--- config.mk ---
export PLATFORM = sky130hd
export DESIGN_NAME = uart_channel
export DESIGN_NICKNAME = d
export VERILOG_FILES = /design/src/hw/uart_pkg.sv /design/src/hw/fifo_if.sv /design/src/hw/rx_fifo.sv /design/src/hw/uart_channel.sv
export SDC_FILE = /design/constraint.sdc
export NUM_CORES = 1
export LEC_CHECK = 0
export BUFFER_PORTS_ARGS = -buffer_cell sky130_fd_sc_hd__buf_2
export CORE_MARGIN = 5
export CORE_UTILIZATION = 60
export DETAILED_ROUTE_END_ITERATION = 8
export HOLD_SLACK_MARGIN = 0.12
export PLACE_DENSITY = 0.79
export SYNTH_ARGS = -nofsm -noshare
export SYNTH_HDL_FRONTEND = slang
export SYNTH_SLANG_ARGS = --single-unit
--- constraint.sdc ---
create_clock -name core_clk -period 5.7 [get_ports core_clk]
set_clock_uncertainty 0.15 [all_clocks]
set_input_delay 0.57 -clock core_clk [delete_from_list [all_inputs] [get_ports core_clk]]
set_output_delay 0.57 -clock core_clk [all_outputs]
set_load 0.03 [all_outputs]
--- src/hw/uart_pkg.sv ---
// Shared constants and types for the serial channel
package uart_pkg;
    // ***********************************************
    // Register map (byte addresses)
    // ***********************************************
    localparam logic [7:0] REG_CTRL   = 8'h00;
    localparam logic [7:0] REG_STATUS = 8'h04;
    localparam logic [7:0] REG_TXDATA = 8'h08;
    localparam logic [7:0] REG_RXDATA = 8'h0c;
    localparam logic [7:0] REG_DIV    = 8'h10;

    // ***********************************************
    // Control fields
    // ***********************************************
    localparam int         CTRL_W        = 5;
    localparam int         CTRL_TX_EN    = 0;
    localparam int         CTRL_RX_EN    = 1;
    localparam int         CTRL_LOOP     = 2;
    localparam int         CTRL_RTS_FILL = 3;
    localparam int         CTRL_STOP2    = 4;
    localparam int         CTRL_PWRDN    = 5;   // Command bit; reads back as the stopped flag
    localparam logic [4:0] CTRL_RESET    = 5'h03;

    // ***********************************************
    // Status fields
    // ***********************************************
    localparam int ST_OVR  = 4;
    localparam int ST_FERR = 5;

    // ***********************************************
    // Timing and framing
    // ***********************************************
    localparam logic [15:0] DIV_RESET    = 16'h0010;
    localparam logic [15:0] DIV_MIN      = 16'h0001;
    localparam int          DATA_W       = 8;
    localparam logic [2:0]  TX_LAST_BIT  = 3'h7;
    localparam logic [3:0]  RX_LAST_DATA = 4'h8;
    localparam logic [3:0]  RX_STOP_IDX  = 4'h9;

    typedef enum logic [1:0] {
        TX_IDLE  = 2'b00,
        TX_START = 2'b01,
        TX_DATA  = 2'b11,
        TX_STOP  = 2'b10
    } tx_state_e;
endpackage

--- src/hw/fifo_if.sv ---
// Valid/ready carrier between the channel and its receive queue
`timescale 1ns/1ps
`default_nettype none
interface fifo_if #(parameter int WIDTH = 8, parameter int LVL_W = 5);
    logic             push_valid;
    logic             push_ready;
    logic [WIDTH-1:0] push_data;
    logic             pop_valid;
    logic             pop_ready;
    logic [WIDTH-1:0] pop_data;
    logic [LVL_W-1:0] level;

    modport fill  (output push_valid, push_data, pop_ready,
                   input  push_ready, pop_valid, pop_data, level);
    modport store (input  push_valid, push_data, pop_ready,
                   output push_ready, pop_valid, pop_data, level);
endinterface
`default_nettype wire

--- src/hw/rx_fifo.sv ---
// Receive queue: flip-flop FIFO with valid/ready on both sides
`timescale 1ns/1ps
`default_nettype none
module rx_fifo #(
    parameter int WIDTH = 8,
    parameter int DEPTH = 16
) (
    input wire logic core_clk,
    input wire logic rst,
    fifo_if.store    q
);
    localparam int AW = $clog2(DEPTH);

    // ***********************************************
    // Elaboration check
    // ***********************************************
    generate
        if (DEPTH < 2 || (1 << AW) != DEPTH) begin : g_bad_depth
            $error("rx_fifo depth must be a power of two of at least 2");
        end
    endgenerate

    logic [WIDTH-1:0] mem_r [DEPTH];
    logic [AW:0]      wr_r;
    logic [AW:0]      rd_r;

    // Handshake decode
    wire do_push = q.push_valid && q.push_ready;
    wire do_pop  = q.pop_valid && q.pop_ready;

    assign q.level      = wr_r - rd_r;
    assign q.push_ready = q.level != (AW + 1)'(DEPTH);
    assign q.pop_valid  = q.level != '0;
    assign q.pop_data   = mem_r[rd_r[AW-1:0]];

    // Pointers
    always_ff @(posedge core_clk or posedge rst) begin
        if (rst) begin
            wr_r <= '0;
            rd_r <= '0;
        end else begin
            if (do_push) wr_r <= wr_r + 1'b1;
            if (do_pop) rd_r <= rd_r + 1'b1;
        end
    end

    // Storage
    always_ff @(posedge core_clk) begin
        if (do_push) mem_r[wr_r[AW-1:0]] <= q.push_data;
    end
endmodule
`default_nettype wire

--- src/hw/uart_channel.sv ---
// Asynchronous serial channel with APB registers and receive queue
//
// Chosen here: the APB register port and the register offsets.
`timescale 1ns/1ps
`default_nettype none
module uart_channel
    import uart_pkg::*;
#(
    parameter int FIFO_DEPTH = 16,
    parameter int RTS_LEVEL  = 14
) (
    input  wire logic        core_clk,
    input  wire logic        rst,
    input  wire logic        psel,
    input  wire logic        penable,
    input  wire logic        pwrite,
    input  wire logic [7:0]  paddr,
    input  wire logic [31:0] pwdata,
    output logic             pready,
    output logic [31:0]      prdata,
    output logic             pslverr,
    output logic             serial_tx_out,
    input  wire logic        serial_rx_in,
    input  wire logic        clear_to_send_in,
    output logic             request_to_send_out
);
    localparam int LW = $clog2(FIFO_DEPTH) + 1;
    localparam logic [LW-1:0] RTS_LVL = LW'(RTS_LEVEL);

    // ***********************************************
    // Elaboration check
    // ***********************************************
    generate
        if (RTS_LEVEL < 1 || RTS_LEVEL > FIFO_DEPTH) begin : g_bad_rts
            $error("RTS_LEVEL must lie between 1 and FIFO_DEPTH");
        end
    endgenerate

    logic              pready_r;
    logic [31:0]       prdata_r;
    logic              pslverr_r;
    logic [CTRL_W-1:0] ctrl_r;
    logic [15:0]       div_r;
    logic [7:0]        tx_hold_r;
    logic              tx_full_r, ovr_r, ferr_r, stopped_r;
    logic [15:0]       div_cnt_r;
    logic              sclk_r;
    tx_state_e         tx_state_r, tx_state_nxt;
    logic [7:0]        tx_shift_r;
    logic [2:0]        tx_bit_r;
    logic              tx_line_r, tx_line_nxt;
    logic              stop_cnt_r;
    logic              serial_tx_out_r;
    logic              rts_r;
    logic              rx_s1_r, rx_s2_r, rx_s3_r, rx_f_r;
    logic              cts_s1_r, cts_s2_r, cts_s3_r, cts_ok_r;
    logic              rx_busy_r;
    logic [3:0]        rx_cnt_r;
    logic [16:0]       rx_timer_r;
    logic [7:0]        rx_shift_r;

    fifo_if #(.WIDTH(DATA_W), .LVL_W(LW)) rxq ();

    rx_fifo #(.WIDTH(DATA_W), .DEPTH(FIFO_DEPTH)) u_rxq (
        .core_clk (core_clk),
        .rst      (rst),
        .q        (rxq.store)
    );

    // ***********************************************
    // APB slave decode
    // ***********************************************
    wire setup_ph   = psel && penable && !pready_r;
    wire done_ph    = psel && penable && pready_r;
    wire wr_done    = done_ph && pwrite;
    wire rd_done    = done_ph && !pwrite;
    wire sel_ctrl   = paddr == REG_CTRL;
    wire sel_status = paddr == REG_STATUS;
    wire sel_txdata = paddr == REG_TXDATA;
    wire sel_rxdata = paddr == REG_RXDATA;
    wire sel_div    = paddr == REG_DIV;
    wire mapped     = sel_ctrl | sel_status | sel_txdata | sel_rxdata | sel_div;

    // Channel controls and status word
    wire        loop_en   = ctrl_r[CTRL_LOOP];
    wire        fill_mode = ctrl_r[CTRL_RTS_FILL];
    wire        tx_busy   = tx_state_r != TX_IDLE;
    wire [31:0] status_w  = 32'({rxq.level, stopped_r, cts_ok_r, ferr_r, ovr_r,
                                 !rxq.push_ready, rxq.pop_valid, tx_busy, tx_full_r});
    wire [7:0]  rx_head   = rxq.pop_valid ? rxq.pop_data : 8'h00;
    wire [31:0] rd_mux    = sel_ctrl   ? 32'({stopped_r, ctrl_r}) :
                            sel_status ? status_w :
                            sel_rxdata ? 32'(rx_head) :
                            sel_div    ? 32'(div_r) :
                            32'h0000_0000;

    // Two-cycle access: answer on the cycle after setup
    always_ff @(posedge core_clk or posedge rst) begin
        if (rst) begin
            pready_r  <= 1'b0;
            prdata_r  <= 32'h0000_0000;
            pslverr_r <= 1'b0;
        end else begin
            pready_r  <= setup_ph;
            prdata_r  <= setup_ph && !pwrite ? rd_mux : 32'h0000_0000;
            pslverr_r <= setup_ph && !mapped;
        end
    end

    // ***********************************************
    // Pin synchronisers: change counts when stages 2 and 3 agree
    // ***********************************************
    wire rx_edge = (rx_s2_r == rx_s3_r) && (rx_s3_r != rx_f_r);
    wire cts_new = (cts_s2_r == cts_s3_r) ? cts_s3_r : cts_ok_r;

    always_ff @(posedge core_clk or posedge rst) begin
        if (rst) begin
            {rx_s1_r, rx_s2_r, rx_s3_r, rx_f_r} <= 4'hf;
            {cts_s1_r, cts_s2_r, cts_s3_r, cts_ok_r} <= 4'h0;
        end else begin
            {rx_s1_r, rx_s2_r, rx_s3_r} <= {serial_rx_in, rx_s1_r, rx_s2_r};
            {cts_s1_r, cts_s2_r, cts_s3_r} <= {clear_to_send_in, cts_s1_r, cts_s2_r};
            if (rx_s2_r == rx_s3_r) rx_f_r <= rx_s3_r;
            cts_ok_r <= cts_new;
        end
    end

    // ***********************************************
    // Software registers and sticky flags
    // ***********************************************
    wire        tick         = !stopped_r && div_cnt_r == 16'h0000;
    wire        fall_tick    = tick && sclk_r;
    wire        tx_take      = tx_state_r == TX_IDLE && fall_tick && tx_full_r && cts_ok_r && ctrl_r[CTRL_TX_EN];
    wire        rx_push      = rxq.push_valid && rxq.push_ready;
    wire        rx_drop      = rxq.push_valid && !rxq.push_ready;
    wire        rx_src       = loop_en ? tx_line_r : rx_f_r;
    wire        rx_go        = ctrl_r[CTRL_RX_EN] && !stopped_r;
    wire        rx_start     = rx_go && !rx_busy_r && !rx_src;
    wire        rx_sample    = rx_busy_r && rx_timer_r == 17'h00000;
    wire        rx_at_stop   = rx_cnt_r == RX_STOP_IDX;
    wire        rx_frame_bad = rx_sample && rx_at_stop && !rx_src;
    wire [16:0] rx_bit_len   = {div_r, 1'b0} - 17'h00001;

    always_ff @(posedge core_clk or posedge rst) begin
        if (rst) begin
            ctrl_r    <= CTRL_RESET;
            div_r     <= DIV_RESET;
            tx_hold_r <= 8'h00;
            tx_full_r <= 1'b0;
            ovr_r     <= 1'b0;
            ferr_r    <= 1'b0;
            stopped_r <= 1'b0;
        end else begin
            if (wr_done && sel_ctrl) ctrl_r <= pwdata[CTRL_W-1:0];
            if (wr_done && sel_div) div_r <= pwdata[15:0] < DIV_MIN ? DIV_MIN : pwdata[15:0];
            if (wr_done && sel_txdata && !tx_full_r) begin
                tx_hold_r <= pwdata[7:0];
                tx_full_r <= 1'b1;
            end else if (tx_take) begin
                tx_full_r <= 1'b0;
            end
            // Set wins over write-one-to-clear
            ovr_r  <= rx_drop || (ovr_r && !(wr_done && sel_status && pwdata[ST_OVR]));
            ferr_r <= rx_frame_bad || (ferr_r && !(wr_done && sel_status && pwdata[ST_FERR]));
            if (rx_edge) stopped_r <= 1'b0;
            else if (wr_done && sel_ctrl && pwdata[CTRL_PWRDN]) stopped_r <= 1'b1;
        end
    end

    // ***********************************************
    // Serial clock: divider ticks toggle the serial clock
    // ***********************************************
    always_ff @(posedge core_clk or posedge rst) begin
        if (rst) begin
            div_cnt_r <= 16'h0000;
            sclk_r    <= 1'b0;
        end else if (!stopped_r) begin
            div_cnt_r <= tick ? div_r - DIV_MIN : div_cnt_r - 16'h0001;
            if (tick) sclk_r <= !sclk_r;
        end
    end

    // ***********************************************
    // Transmitter
    // ***********************************************
    always_comb begin
        tx_state_nxt = tx_state_r;
        tx_line_nxt  = tx_line_r;
        if (fall_tick) begin
            unique case (tx_state_r)
                TX_IDLE: begin
                    tx_line_nxt = 1'b1;
                    if (tx_take) begin
                        tx_state_nxt = TX_START;
                        tx_line_nxt  = 1'b0;
                    end
                end
                TX_START: begin
                    tx_state_nxt = TX_DATA;
                    tx_line_nxt  = tx_shift_r[0];
                end
                TX_DATA: begin
                    if (tx_bit_r == TX_LAST_BIT) begin
                        tx_state_nxt = TX_STOP;
                        tx_line_nxt  = 1'b1;
                    end else begin
                        tx_line_nxt = tx_shift_r[0];
                    end
                end
                TX_STOP: begin
                    tx_line_nxt = 1'b1;
                    if (stop_cnt_r == ctrl_r[CTRL_STOP2]) tx_state_nxt = TX_IDLE;
                end
            endcase
        end
    end

    // Shift register advances after each bit is driven
    always_ff @(posedge core_clk or posedge rst) begin
        if (rst) begin
            tx_state_r <= TX_IDLE;
            tx_line_r  <= 1'b1;
            tx_shift_r <= 8'h00;
            tx_bit_r   <= 3'h0;
            stop_cnt_r <= 1'b0;
        end else begin
            tx_state_r <= tx_state_nxt;
            tx_line_r  <= tx_line_nxt;
            if (tx_take) tx_shift_r <= tx_hold_r;
            else if (fall_tick && tx_state_r != TX_IDLE) tx_shift_r <= tx_shift_r >> 1;
            if (fall_tick && tx_state_r == TX_DATA) tx_bit_r <= tx_bit_r + 3'h1;
            if (fall_tick) stop_cnt_r <= tx_state_r == TX_STOP ? !stop_cnt_r : 1'b0;
        end
    end

    // ***********************************************
    // Receiver: mid-bit sampling from the start edge
    // ***********************************************
    assign rxq.push_valid = rx_sample && rx_at_stop && rx_src;
    assign rxq.push_data  = rx_shift_r;
    assign rxq.pop_ready  = rd_done && sel_rxdata;

    always_ff @(posedge core_clk or posedge rst) begin
        if (rst) begin
            rx_busy_r  <= 1'b0;
            rx_cnt_r   <= 4'h0;
            rx_timer_r <= 17'h00000;
            rx_shift_r <= 8'h00;
        end else if (rx_start) begin
            rx_busy_r  <= 1'b1;
            rx_cnt_r   <= 4'h0;
            rx_timer_r <= 17'(div_r - DIV_MIN);
        end else if (rx_sample) begin
            rx_timer_r <= rx_bit_len;
            rx_cnt_r   <= rx_cnt_r + 4'h1;
            if (rx_cnt_r != 4'h0 && rx_cnt_r <= RX_LAST_DATA) rx_shift_r <= {rx_src, rx_shift_r[7:1]};
            if (rx_at_stop || (rx_cnt_r == 4'h0 && rx_src)) rx_busy_r <= 1'b0;
        end else if (rx_busy_r) begin
            rx_timer_r <= rx_timer_r - 17'h00001;
        end
    end

    // ***********************************************
    // Pin outputs
    // ***********************************************
    wire rts_nxt = fill_mode ? rxq.level < RTS_LVL : tx_full_r || tx_busy;

    always_ff @(posedge core_clk or posedge rst) begin
        if (rst) begin
            serial_tx_out_r <= 1'b1;
            rts_r           <= 1'b0;
        end else begin
            serial_tx_out_r <= tx_line_nxt || loop_en;
            rts_r           <= rts_nxt;
        end
    end

    assign pready              = pready_r;
    assign prdata              = prdata_r;
    assign pslverr             = pslverr_r;
    assign serial_tx_out       = serial_tx_out_r;
    assign request_to_send_out = rts_r;
endmodule
`default_nettype wire

==> results of run 1 <==
## synthesized netlist by cell type, drive strengths merged, types with 17 or more instances
| cell | number | area (um^2) |
|---|---|---|
| inv | 19 | 71.31 |
| ha | 17 | 212.7 |
| o21ai | 18 | 90.09 |
| mux4 | 39 | 878.3 |
| nor2 | 74 | 277.8 |
| nand3 | 26 | 130.1 |
| edfxtp | 128 | 3844 |
| clkbuf | 37 | 138.9 |
| mux2 | 44 | 495.5 |
| a21oi | 44 | 220.2 |
| dfrtp | 124 | 3103 |
| nand2 | 62 | 232.7 |
| buf | 30 | 185.2 |
| xor2 | 21 | 183.9 |
| xnor2 | 22 | 192.7 |
| nor3 | 39 | 200.2 |
## power groups by stage
| stage | sequential, mW | clock (mW) | combinational (mW) |
|---|---|---|---|
| after floorplan | 2.22 | 0 | 0.458 |
| final | 2.22 | 1.71 | 0.550 |
| after global routing | 2.24 | 1.82 | 0.615 |
| after global placement | 2.25 | 0 | 0.523 |
| after detailed placement | 2.25 | 0 | 0.539 |
| after CTS | 2.22 | 1.73 | 0.544 |
## layout by cell type, fill, tap and decap left out, types with 17 or more instances in the layout
master / synthesis / final
clkbuf_16: 0 / 26
xor2_1: 21 / 21
nor3_1: 38 / 37
dfrtp_1: 124 / 123
mux4_2: 39 / 39
mux2_2: 44 / 44
nor2_1: 74 / 73
ha_1: 17 / 17
xnor2_1: 22 / 22
nand3_1: 26 / 26
edfxtp_1: 128 / 128
o21ai_0: 18 / 18
nand2_1: 62 / 62
a21oi_1: 44 / 44
buf_2: 10 / 50
inv_1: 18 / 17
## cell families (layout without fill, tap and decap cells)
group,Yosys count,after routing
AOI/OAI and AO/OA,141,141
xor gates and xnor gates,43,43
adders and majority gates,19,19
buffers and inverters,86,136
DFF,261,261
muxes,96,96
other,1,16
and+or+nand+nor,298,298
## worst min-delay path by stage
stage | end | slack [ns] | cells after the start
floorplan | cts_s2_r$_DFF_PP0_ | 0.18 | 0
global placement | cts_s2_r$_DFF_PP0_ | 0.18 | 0
detailed placement | cts_s2_r$_DFF_PP0_ | 0.19 | 0
CTS | div_r[12]$_DFFE_PP0P_ | 0.12 | 2
global route | div_r[11]$_DFFE_PP0P_ | 0.13 | 2
finish | div_r[12]$_DFFE_PP0P_ | 0.14 | 2
## per-stage QoR
stage | instances | worst slack, ns
4_1_cts | 1280 | 1.655
3_3_place_gp | 1229 | 1.750
3_5_place_dp | 1229 | 1.675
2_1_floorplan | 960 | 1.440
5_1_grt | 1280 | 1.371
6_report | 1280 | 1.560
## worst reg2reg max path, delay by kind of cell (launching register included)
family                   cells  cell delay, ns
flip-flops                   1            0.69
AO/OA/AOI/OAI                1            0.50
AND/OR/NAND/NOR              4            1.67
adder cells (fa/ha/maj)      1            0.37
XOR/XNOR                     1            0.25
buffers and inverters        1            0.18
## final cells by class
type	instances	area [um^2]	area share
repair buffers	69	400.4	0.02947
clock buffers	33	716.9	0.05277
flip-flops and latches	261	7184	0.5288
inverters	19	76.32	0.005617
clock inverters	15	143.9	0.01059
multi-input cells	613	4727	0.3479
well taps	270	337.8	0.02486
## state kept, by name, indices dropped and copies added (netlist names), 2 cells and up
name	count
tx_bit_r	3
tx_hold_r	8
prdata	16
div_r	16
tx_state_r	2
rx_shift_r	8
ctrl_r	5
u_rxq.mem_r	128
u_rxq.wr_r	5
u_rxq.rd_r	5
div_cnt_r	16
rx_timer_r	17
tx_shift_r	8
rx_cnt_r	4
## routing by layer
metal,GRT usage,up-vias,wire length (um)
met3,0.03986,83,1936
met1,0.3272,4011,11440
li1,-,3640,-
met5,0,-,0
met4,0.07085,0,975
met2,0.4143,369,14280
## repair_timing
action                                  4_1_cts  5_1_grt
setup buffers                                 0        0
endpoints found under the setup margin        0        0
hold buffers                                  3        0
endpoints found under the hold margin        67        0
==> results by group, run 1 <==
Outcome
  • Status: finished clean

Global route
  • Tot GR Track Use: 0.2432
  • First-pass GRT wire length: roughly 45000 um
  • Vias in the first global route: between 8000 and 9000
  • Initial antenna violation count: 0
  • GRT overflow: 0
  • Largest net degree at the start of global routing: 69

Critical path
  • R2R depth: 8
  • CP Capture Type: flip-flop
  • R2R setup slack: 1.56 ns
  • CP top delay family: simple AND/OR/NAND/NOR gates
  • Worst r2r dst: u_rxq.mem_r[12][6]$_DFFE_PP_
  • Critical Path Fanout Max: 17
  • Critical R2R Launch: u_rxq.rd_r[2]$_DFFE_PP0P_
  • Largest stage delay, worst path: about 0.69 ns
  • Critical Path AT: between 4 and 5 ns
  • Worst Setup EP: u_rxq.mem_r[12][6]$_DFFE_PP_
  • Buf/Inv on CP: 1
  • Number of stages on the worst setup path: 8
  • Beginning of the critical path: u_rxq.rd_r[2]$_DFFE_PP0P_
  • Req. time, crit path: 5.75 ns
  • Slowest cell on crit path: dfrtp_1
  • Worst Setup Start Kind: flip-flop
  • Kind of critical path: reg -> reg
  • CP cell instances: inv_1, ha_1, xor2_1, and3_1, or4b_1, a211oi_2, or2_1, nor2_1

Logic synthesis
  • Ys flop type: edfxtp_1
  • Post-synth EDFFs: 128
  • Mapped Avg Cell Area: about 13 um^2
  • Post-synthesis xor/xnor area fraction: 0.03076
  • Post-synthesis adder-cell area fraction: 0.01983
  • Post-synthesis cell count: 945
  • FFs w/ async S/R, synth: 0.5096
  • Count of cell types in the netlist: 74
  • Compound-cell area share of the yosys netlist: 0.08105
  • Mux cell area share after synthesis: 0.1229
  • Largest family of logic cells by synthesized area: simple AND/OR/NAND/NOR gates
  • Mapped cell area: 12240 um^2
  • Yosys reg bits: approximately 260
  • Ys Warns: 0
  • Simple-gate share of the synthesized area: 0.1261
  • Post-synthesis sequential area ratio: 0.5868

STA
  • Final hold violations: 0
  • Fmax: 241.6 MHz
  • Worst-margin pin slew: 1.231 ns
  • Final hold slack: 0.1353 ns
  • Final setup violation count: 0
  • Crit path time final: 4.140 ns
  • Sum Neg Setup Slack: 0 ns
  • Unrepaired setup endpoints after global routing: false
  • Period utilization: 0.7263
  • Relative slew slack: 0.1729
  • Pins over their slew limit: 0

Min path
  • Hold_sp: pwdata[12]
  • Hold Path Class: in -> reg

Floorplan
  • Die H: 152.8 um
  • Die Span X: 152.8 um
  • Row cnt: 52
  • DIE AREA: ~23000 um^2
  • I/O pins: 83
  • CORE AREA: 20170 um^2
  • Initial Util: 0.6069

CTS
  • Clk buf depth: 3
  • CTS sink count: 261
  • CTS tree: built
  • # resized after CTS: 0
  • Clock root buffer: clkbuf_16
  • H-tree Lvls: 1
  • Clk pin slew, worst setup/hold paths: 0.06 ns
  • Total CTS buffers: 26
  • Worst-skew pair later-pin latency: 0.53 ns

Layout
  • FILL cells: 1405
  • Area growth syn-to-layout: 10.99%
  • Fraction of layout cells with a size suffix above 1: 0.2218
  • Fin nets: 1055
  • Antenna Cells: 0
  • Final Util: 0.6736
  • Post-route cell area: 13590 um^2

Drt
  • Vias: 8103
  • Avg WL per Cell: 22.36 um
  • Drc violations: 0
  • Final WL: around 29000 um
  • Drt via density: 6.330
  • ANT nets after route: 0
  • Detailed Route Iter0 Violations: slightly above 800
  • DRT Pass-1 Iters: 5

Power
  • Combinational fraction of design power: 0.123
  • Clk pwr share: 0.381
  • Peak VDD IR: ~0.27 mV
  • Cell Pwr Density: around 330 nW/um^2
  • Sw Ratio: 0.2623
  • Flop pwr share: 0.496
  • Switching Power: 1.175 mW
  • Lkg Pwr: 5.426 nW
  • Total power: 4.482 mW
  • Pint: 3.307 mW

Placed design
  • Area after DPL: ~13000 um^2
  • Buffers on Ports: 50
  • Gp weighted congestion: 0.8810
  • DPL Wire Length: 18540 um

Job
  • Max-Cap Viols: 0
(Power assumes the default switching activity.)
==> run 2, diff against run 1 <==
--- a/config.mk
+++ b/config.mk
@@ -5,6 +5,7 @@
 export SDC_FILE = /design/constraint.sdc
 export NUM_CORES = 1
 export LEC_CHECK = 0
+export ABC_AREA = 1
 export BUFFER_PORTS_ARGS = -buffer_cell sky130_fd_sc_hd__buf_2
 export CORE_MARGIN = 5
 export CORE_UTILIZATION = 60
==> constraint.sdc (replaced) <==
create_clock -name core_clk -period 4.3 [get_ports core_clk]
set_clock_uncertainty 0.15 [all_clocks]
set_input_delay 0.43 -clock core_clk [delete_from_list [all_inputs] [get_ports core_clk]]
set_output_delay 0.43 -clock core_clk [all_outputs]
set_load 0.03 [all_outputs]
==> results by group, run 2 <==
CTS
  • CTS tree: built
  • CTS sink count: 261 (unchanged)
  • H-tree Lvls: 1 (unchanged)
  • Clock root buffer: clkbuf_16
  • Setup Buffers After CTS: 0 (unchanged)
  • Cts hold-fix bufs: 21 (+18)
  • # resized after CTS: 0 (unchanged)
  • Worst-skew pair later-pin latency: 0.55 ns (+0.02 ns)
  • Clk buf depth: 3 (unchanged)
  • Total CTS buffers: 28 (+7.7%)
  • Clk pin slew, worst setup/hold paths: 0.06 ns (about the same)

Drt
  • ANT nets after route: 0 (unchanged)
  • DRT Pass-1 Iters: 5 (unchanged)
  • Drc violations: 0 (unchanged)
  • Detailed Route Iter0 Violations: 1135 (+41%)
  • Avg WL per Cell: 18.55 um (-17%)
  • Final WL: 31980 um (+12%)
  • Vias: 10150 (+25%)
  • Drt via density: 5.885 (-7.0%)

Power
  • Lkg Pwr: 6.101 nW (+12%)
  • Peak VDD IR: 0.3659 mV (+34%)
  • Cell Pwr Density: 453.9 nW/um^2 (+38%)

Placed design
  • Gp weighted congestion: 0.9807 (+11%)
  • DPL Wire Length: 21100 um (+14%)
  • Placement Setup Slack: 0.9823 ns (-0.6932 ns)
  • Area after DPL: 13220 um^2 (+4.1%)
  • Buffers on Ports: 50 (unchanged)

Critical path
  • CP cell instances: inv_1, ha_1, fa_1, o21ai_1, xor2_1, nor2_1, inv_1, nand4_2, nor2_1
  • Req. time, crit path: 4.31 ns (-1.44 ns)
  • Slowest cell on crit path: nor2_1
  • CP Capture Type: flip-flop
  • Critical Path AT: 3.37 ns (-0.82 ns)
  • Kind of critical path: reg -> reg
  • Worst Setup Start Kind: flip-flop
  • Critical Path Fanout Max: 8 (-9)
  • Largest stage delay, worst path: 0.63 ns (-0.06 ns)

Logic synthesis
  • Post-synth EDFFs: 128 (unchanged)
  • Commonest cells post-synth: nand2_1, nor2_1, edfxtp_1
  • Mapped Avg Cell Area: 9.432 um^2 (-27%)
  • Yosys reg bits: 261 (unchanged)
  • Post-synthesis sequential area ratio: 0.5646 (-0.02222)
  • Ys flop type: edfxtp_1
  • Ys Warns: 0 (unchanged)
  • Synth area leader: edfxtp_1
  • Yosys top cell area share: 0.3021 (-0.01189)
  • Count of cell types in the netlist: 54 (-27%)
  • Post-synthesis cell count: 1349 (+43%)
  • Largest cells by area after synthesis: edfxtp_1, dfrtp_1, nand2_1
  • Mapped cell area: 12720 um^2 (+3.9%)
  • FFs w/ async S/R, synth: 0.5096 (unchanged)
  • Count leader, synth: nand2_1

STA
  • Unrepaired setup endpoints after global routing: false
  • Fmax: 298.0 MHz (+23%)
  • Period utilization: 0.7804 (+0.05410)
  • Final hold violations: 0 (unchanged)
  • Relative slew slack: 0.2583 (+0.08534)
  • Worst-margin pin slew: 1.111 ns (-0.1202 ns)
  • Final setup violation count: 0 (unchanged)
  • Final hold slack: 0.1433 ns (+0.007986 ns)
  • Pins over their slew limit: 0 (unchanged)
  • Setup ws final: 0.9443 ns (-0.6158 ns)
  • Crit path time final: 3.356 ns (-0.7842 ns)
  • Sum Neg Setup Slack: 0 ns (unchanged)

Layout
  • Area growth syn-to-layout: 13.12%
  • Fin nets: 1492 (+41%)
  • Post-route cell area: 14390 um^2 (+5.9%)
  • Max FFs per register: 128 (unchanged)
  • Most frequent cells in the layout: nand2_1, nor2_1, edfxtp_1
  • Fraction of layout cells with a size suffix above 1: 0.1312 (-0.09057)
  • Most common cell after layout, fill and taps aside: nand2_1
  • FILL cells: 1595 (+14%)

Floorplan
  • Die H: 155.6 um (+1.8%)
  • CORE AREA: 20960 um^2 (+3.9%)
  • Initial Util: 0.6072 (about the same)
  • DIE AREA: 24220 um^2 (+3.7%)
  • Row cnt: 53 (+1.9%)
  • I/O pins: 83 (unchanged)
  • Die Span X: 155.6 um (+1.8%)

Global route
  • Initial antenna violation count: 0 (unchanged)
  • Tot GR Track Use: 0.2643 (+0.02104)
  • Vias in the first global route: 9791 (+22%)
  • Largest net degree at the start of global routing: 106 (+54%)
  • GRT overflow: 0 (unchanged)
  • First-pass GRT wire length: 51090 um (+13%)

Min path
  • Hold Path Class: in -> reg

Outcome
  • Status: finished clean

Job
  • Max-Cap Viols: 0 (unchanged)
## run 2: cell count changes after synthesis, moves of 28 or more
cell,delta
nor2_1,+57
nor3_1,-28
mux4_2,-39
nand3_1,+67
mux2_2,-29
o21ai_0,+96
nand2_1,+232
inv_1,+98
## run 2: cells by family (layout without fill, tap and decap cells)
logic type / count (synthesis) / count (layout) / synth area share
XOR/XNOR: 36 / 36 / 0.02478
multiplexers: 15 / 15 / 0.01328
buffers and inverters: 184 / 268 / 0.06136
other: 1 / 17 / 0.0002947
adder cells (fa/ha/maj): 19 / 19 / 0.01908
AND/OR/NAND/NOR: 591 / 591 / 0.2089
flip-flops: 261 / 261 / 0.5646
AO/OA/AOI/OAI: 242 / 242 / 0.1078
## run 2: final timing paths
path,from,to,slack (ns),cells past startpoint
min in group asynchronous,rst,tx_shift_r[2]$_DFFE_PP0P_,0.46,3
max in group asynchronous,rst,rx_s2_r$_DFF_PP1_,2.49,4
hold reg to reg,cts_s1_r$_DFF_PP0_,cts_s2_r$_DFF_PP0_,0.20,0
hold / removal,pwrite,u_rxq.rd_r[0]$_DFFE_PP0P_,0.14,4
setup reg to reg,u_rxq.wr_r[0]$_DFFE_PP0P_,u_rxq.mem_r[0][0]$_DFFE_PP_,0.94,9
setup / recovery,u_rxq.wr_r[0]$_DFFE_PP0P_,u_rxq.mem_r[0][0]$_DFFE_PP_,0.94,9
## run 2: layout make-up
| class | count | area [um^2] | area share |
|---|---|---|---|
| multi-input cells | 919 | 4816 | 0.3346 |
| repair buffers | 89 | 595.6 | 0.04138 |
| flip-flops and latches | 261 | 7184 | 0.4992 |
| inverters | 128 | 488.0 | 0.03390 |
| clock inverters | 15 | 180.2 | 0.01252 |
| diodes | 1 | 2.502 | 0.0001739 |
| clock buffers | 36 | 782.0 | 0.05433 |
| well taps | 275 | 344.1 | 0.02391 |
## run 2: routing by layer
layer,track usage,routed length [um],share of wire,vias to the layer above
met2,0.4111,14430,0.45,506
met1,0.3847,13630,0.43,4870
met3,0.03800,2717,0.085,85
met4,0.09546,1205,0.038,0
met5,0,0,0,-
li1,-,-,-,4684
## run 2: report_power, final
| part | total [mW] | leakage (nW) | switching [mW] | internal (mW) |
|---|---|---|---|---|
| Combinational | 1.10 | 3.04 | 0.732 | 0.371 |
| Sequential | 2.93 | 2.59 | 0.149 | 2.78 |
| Clock | 2.50 | 0.469 | 0.984 | 1.52 |
## run 2: worst max-delay path: cells and delay by family (launching register included)
kind | cells | cell delay (ns)
flip-flops | 1 | 0.41
adder cells (fa/ha/maj) | 2 | 0.63
AND/OR/NAND/NOR | 3 | 0.97
AO/OA/AOI/OAI | 1 | 0.18
buffers and inverters | 2 | 0.36
XOR/XNOR | 1 | 0.28
## run 2: per-stage QoR
step,utilization,total power [mW],instances
after floorplan,-,3.778,1364
after global placement,0.6308,3.977,1651
after detailed placement,0.6308,4.013,1651
after CTS,0.6867,6.511,1723
after global routing,0.6867,6.820,1723
final,0.6868,6.533,1724
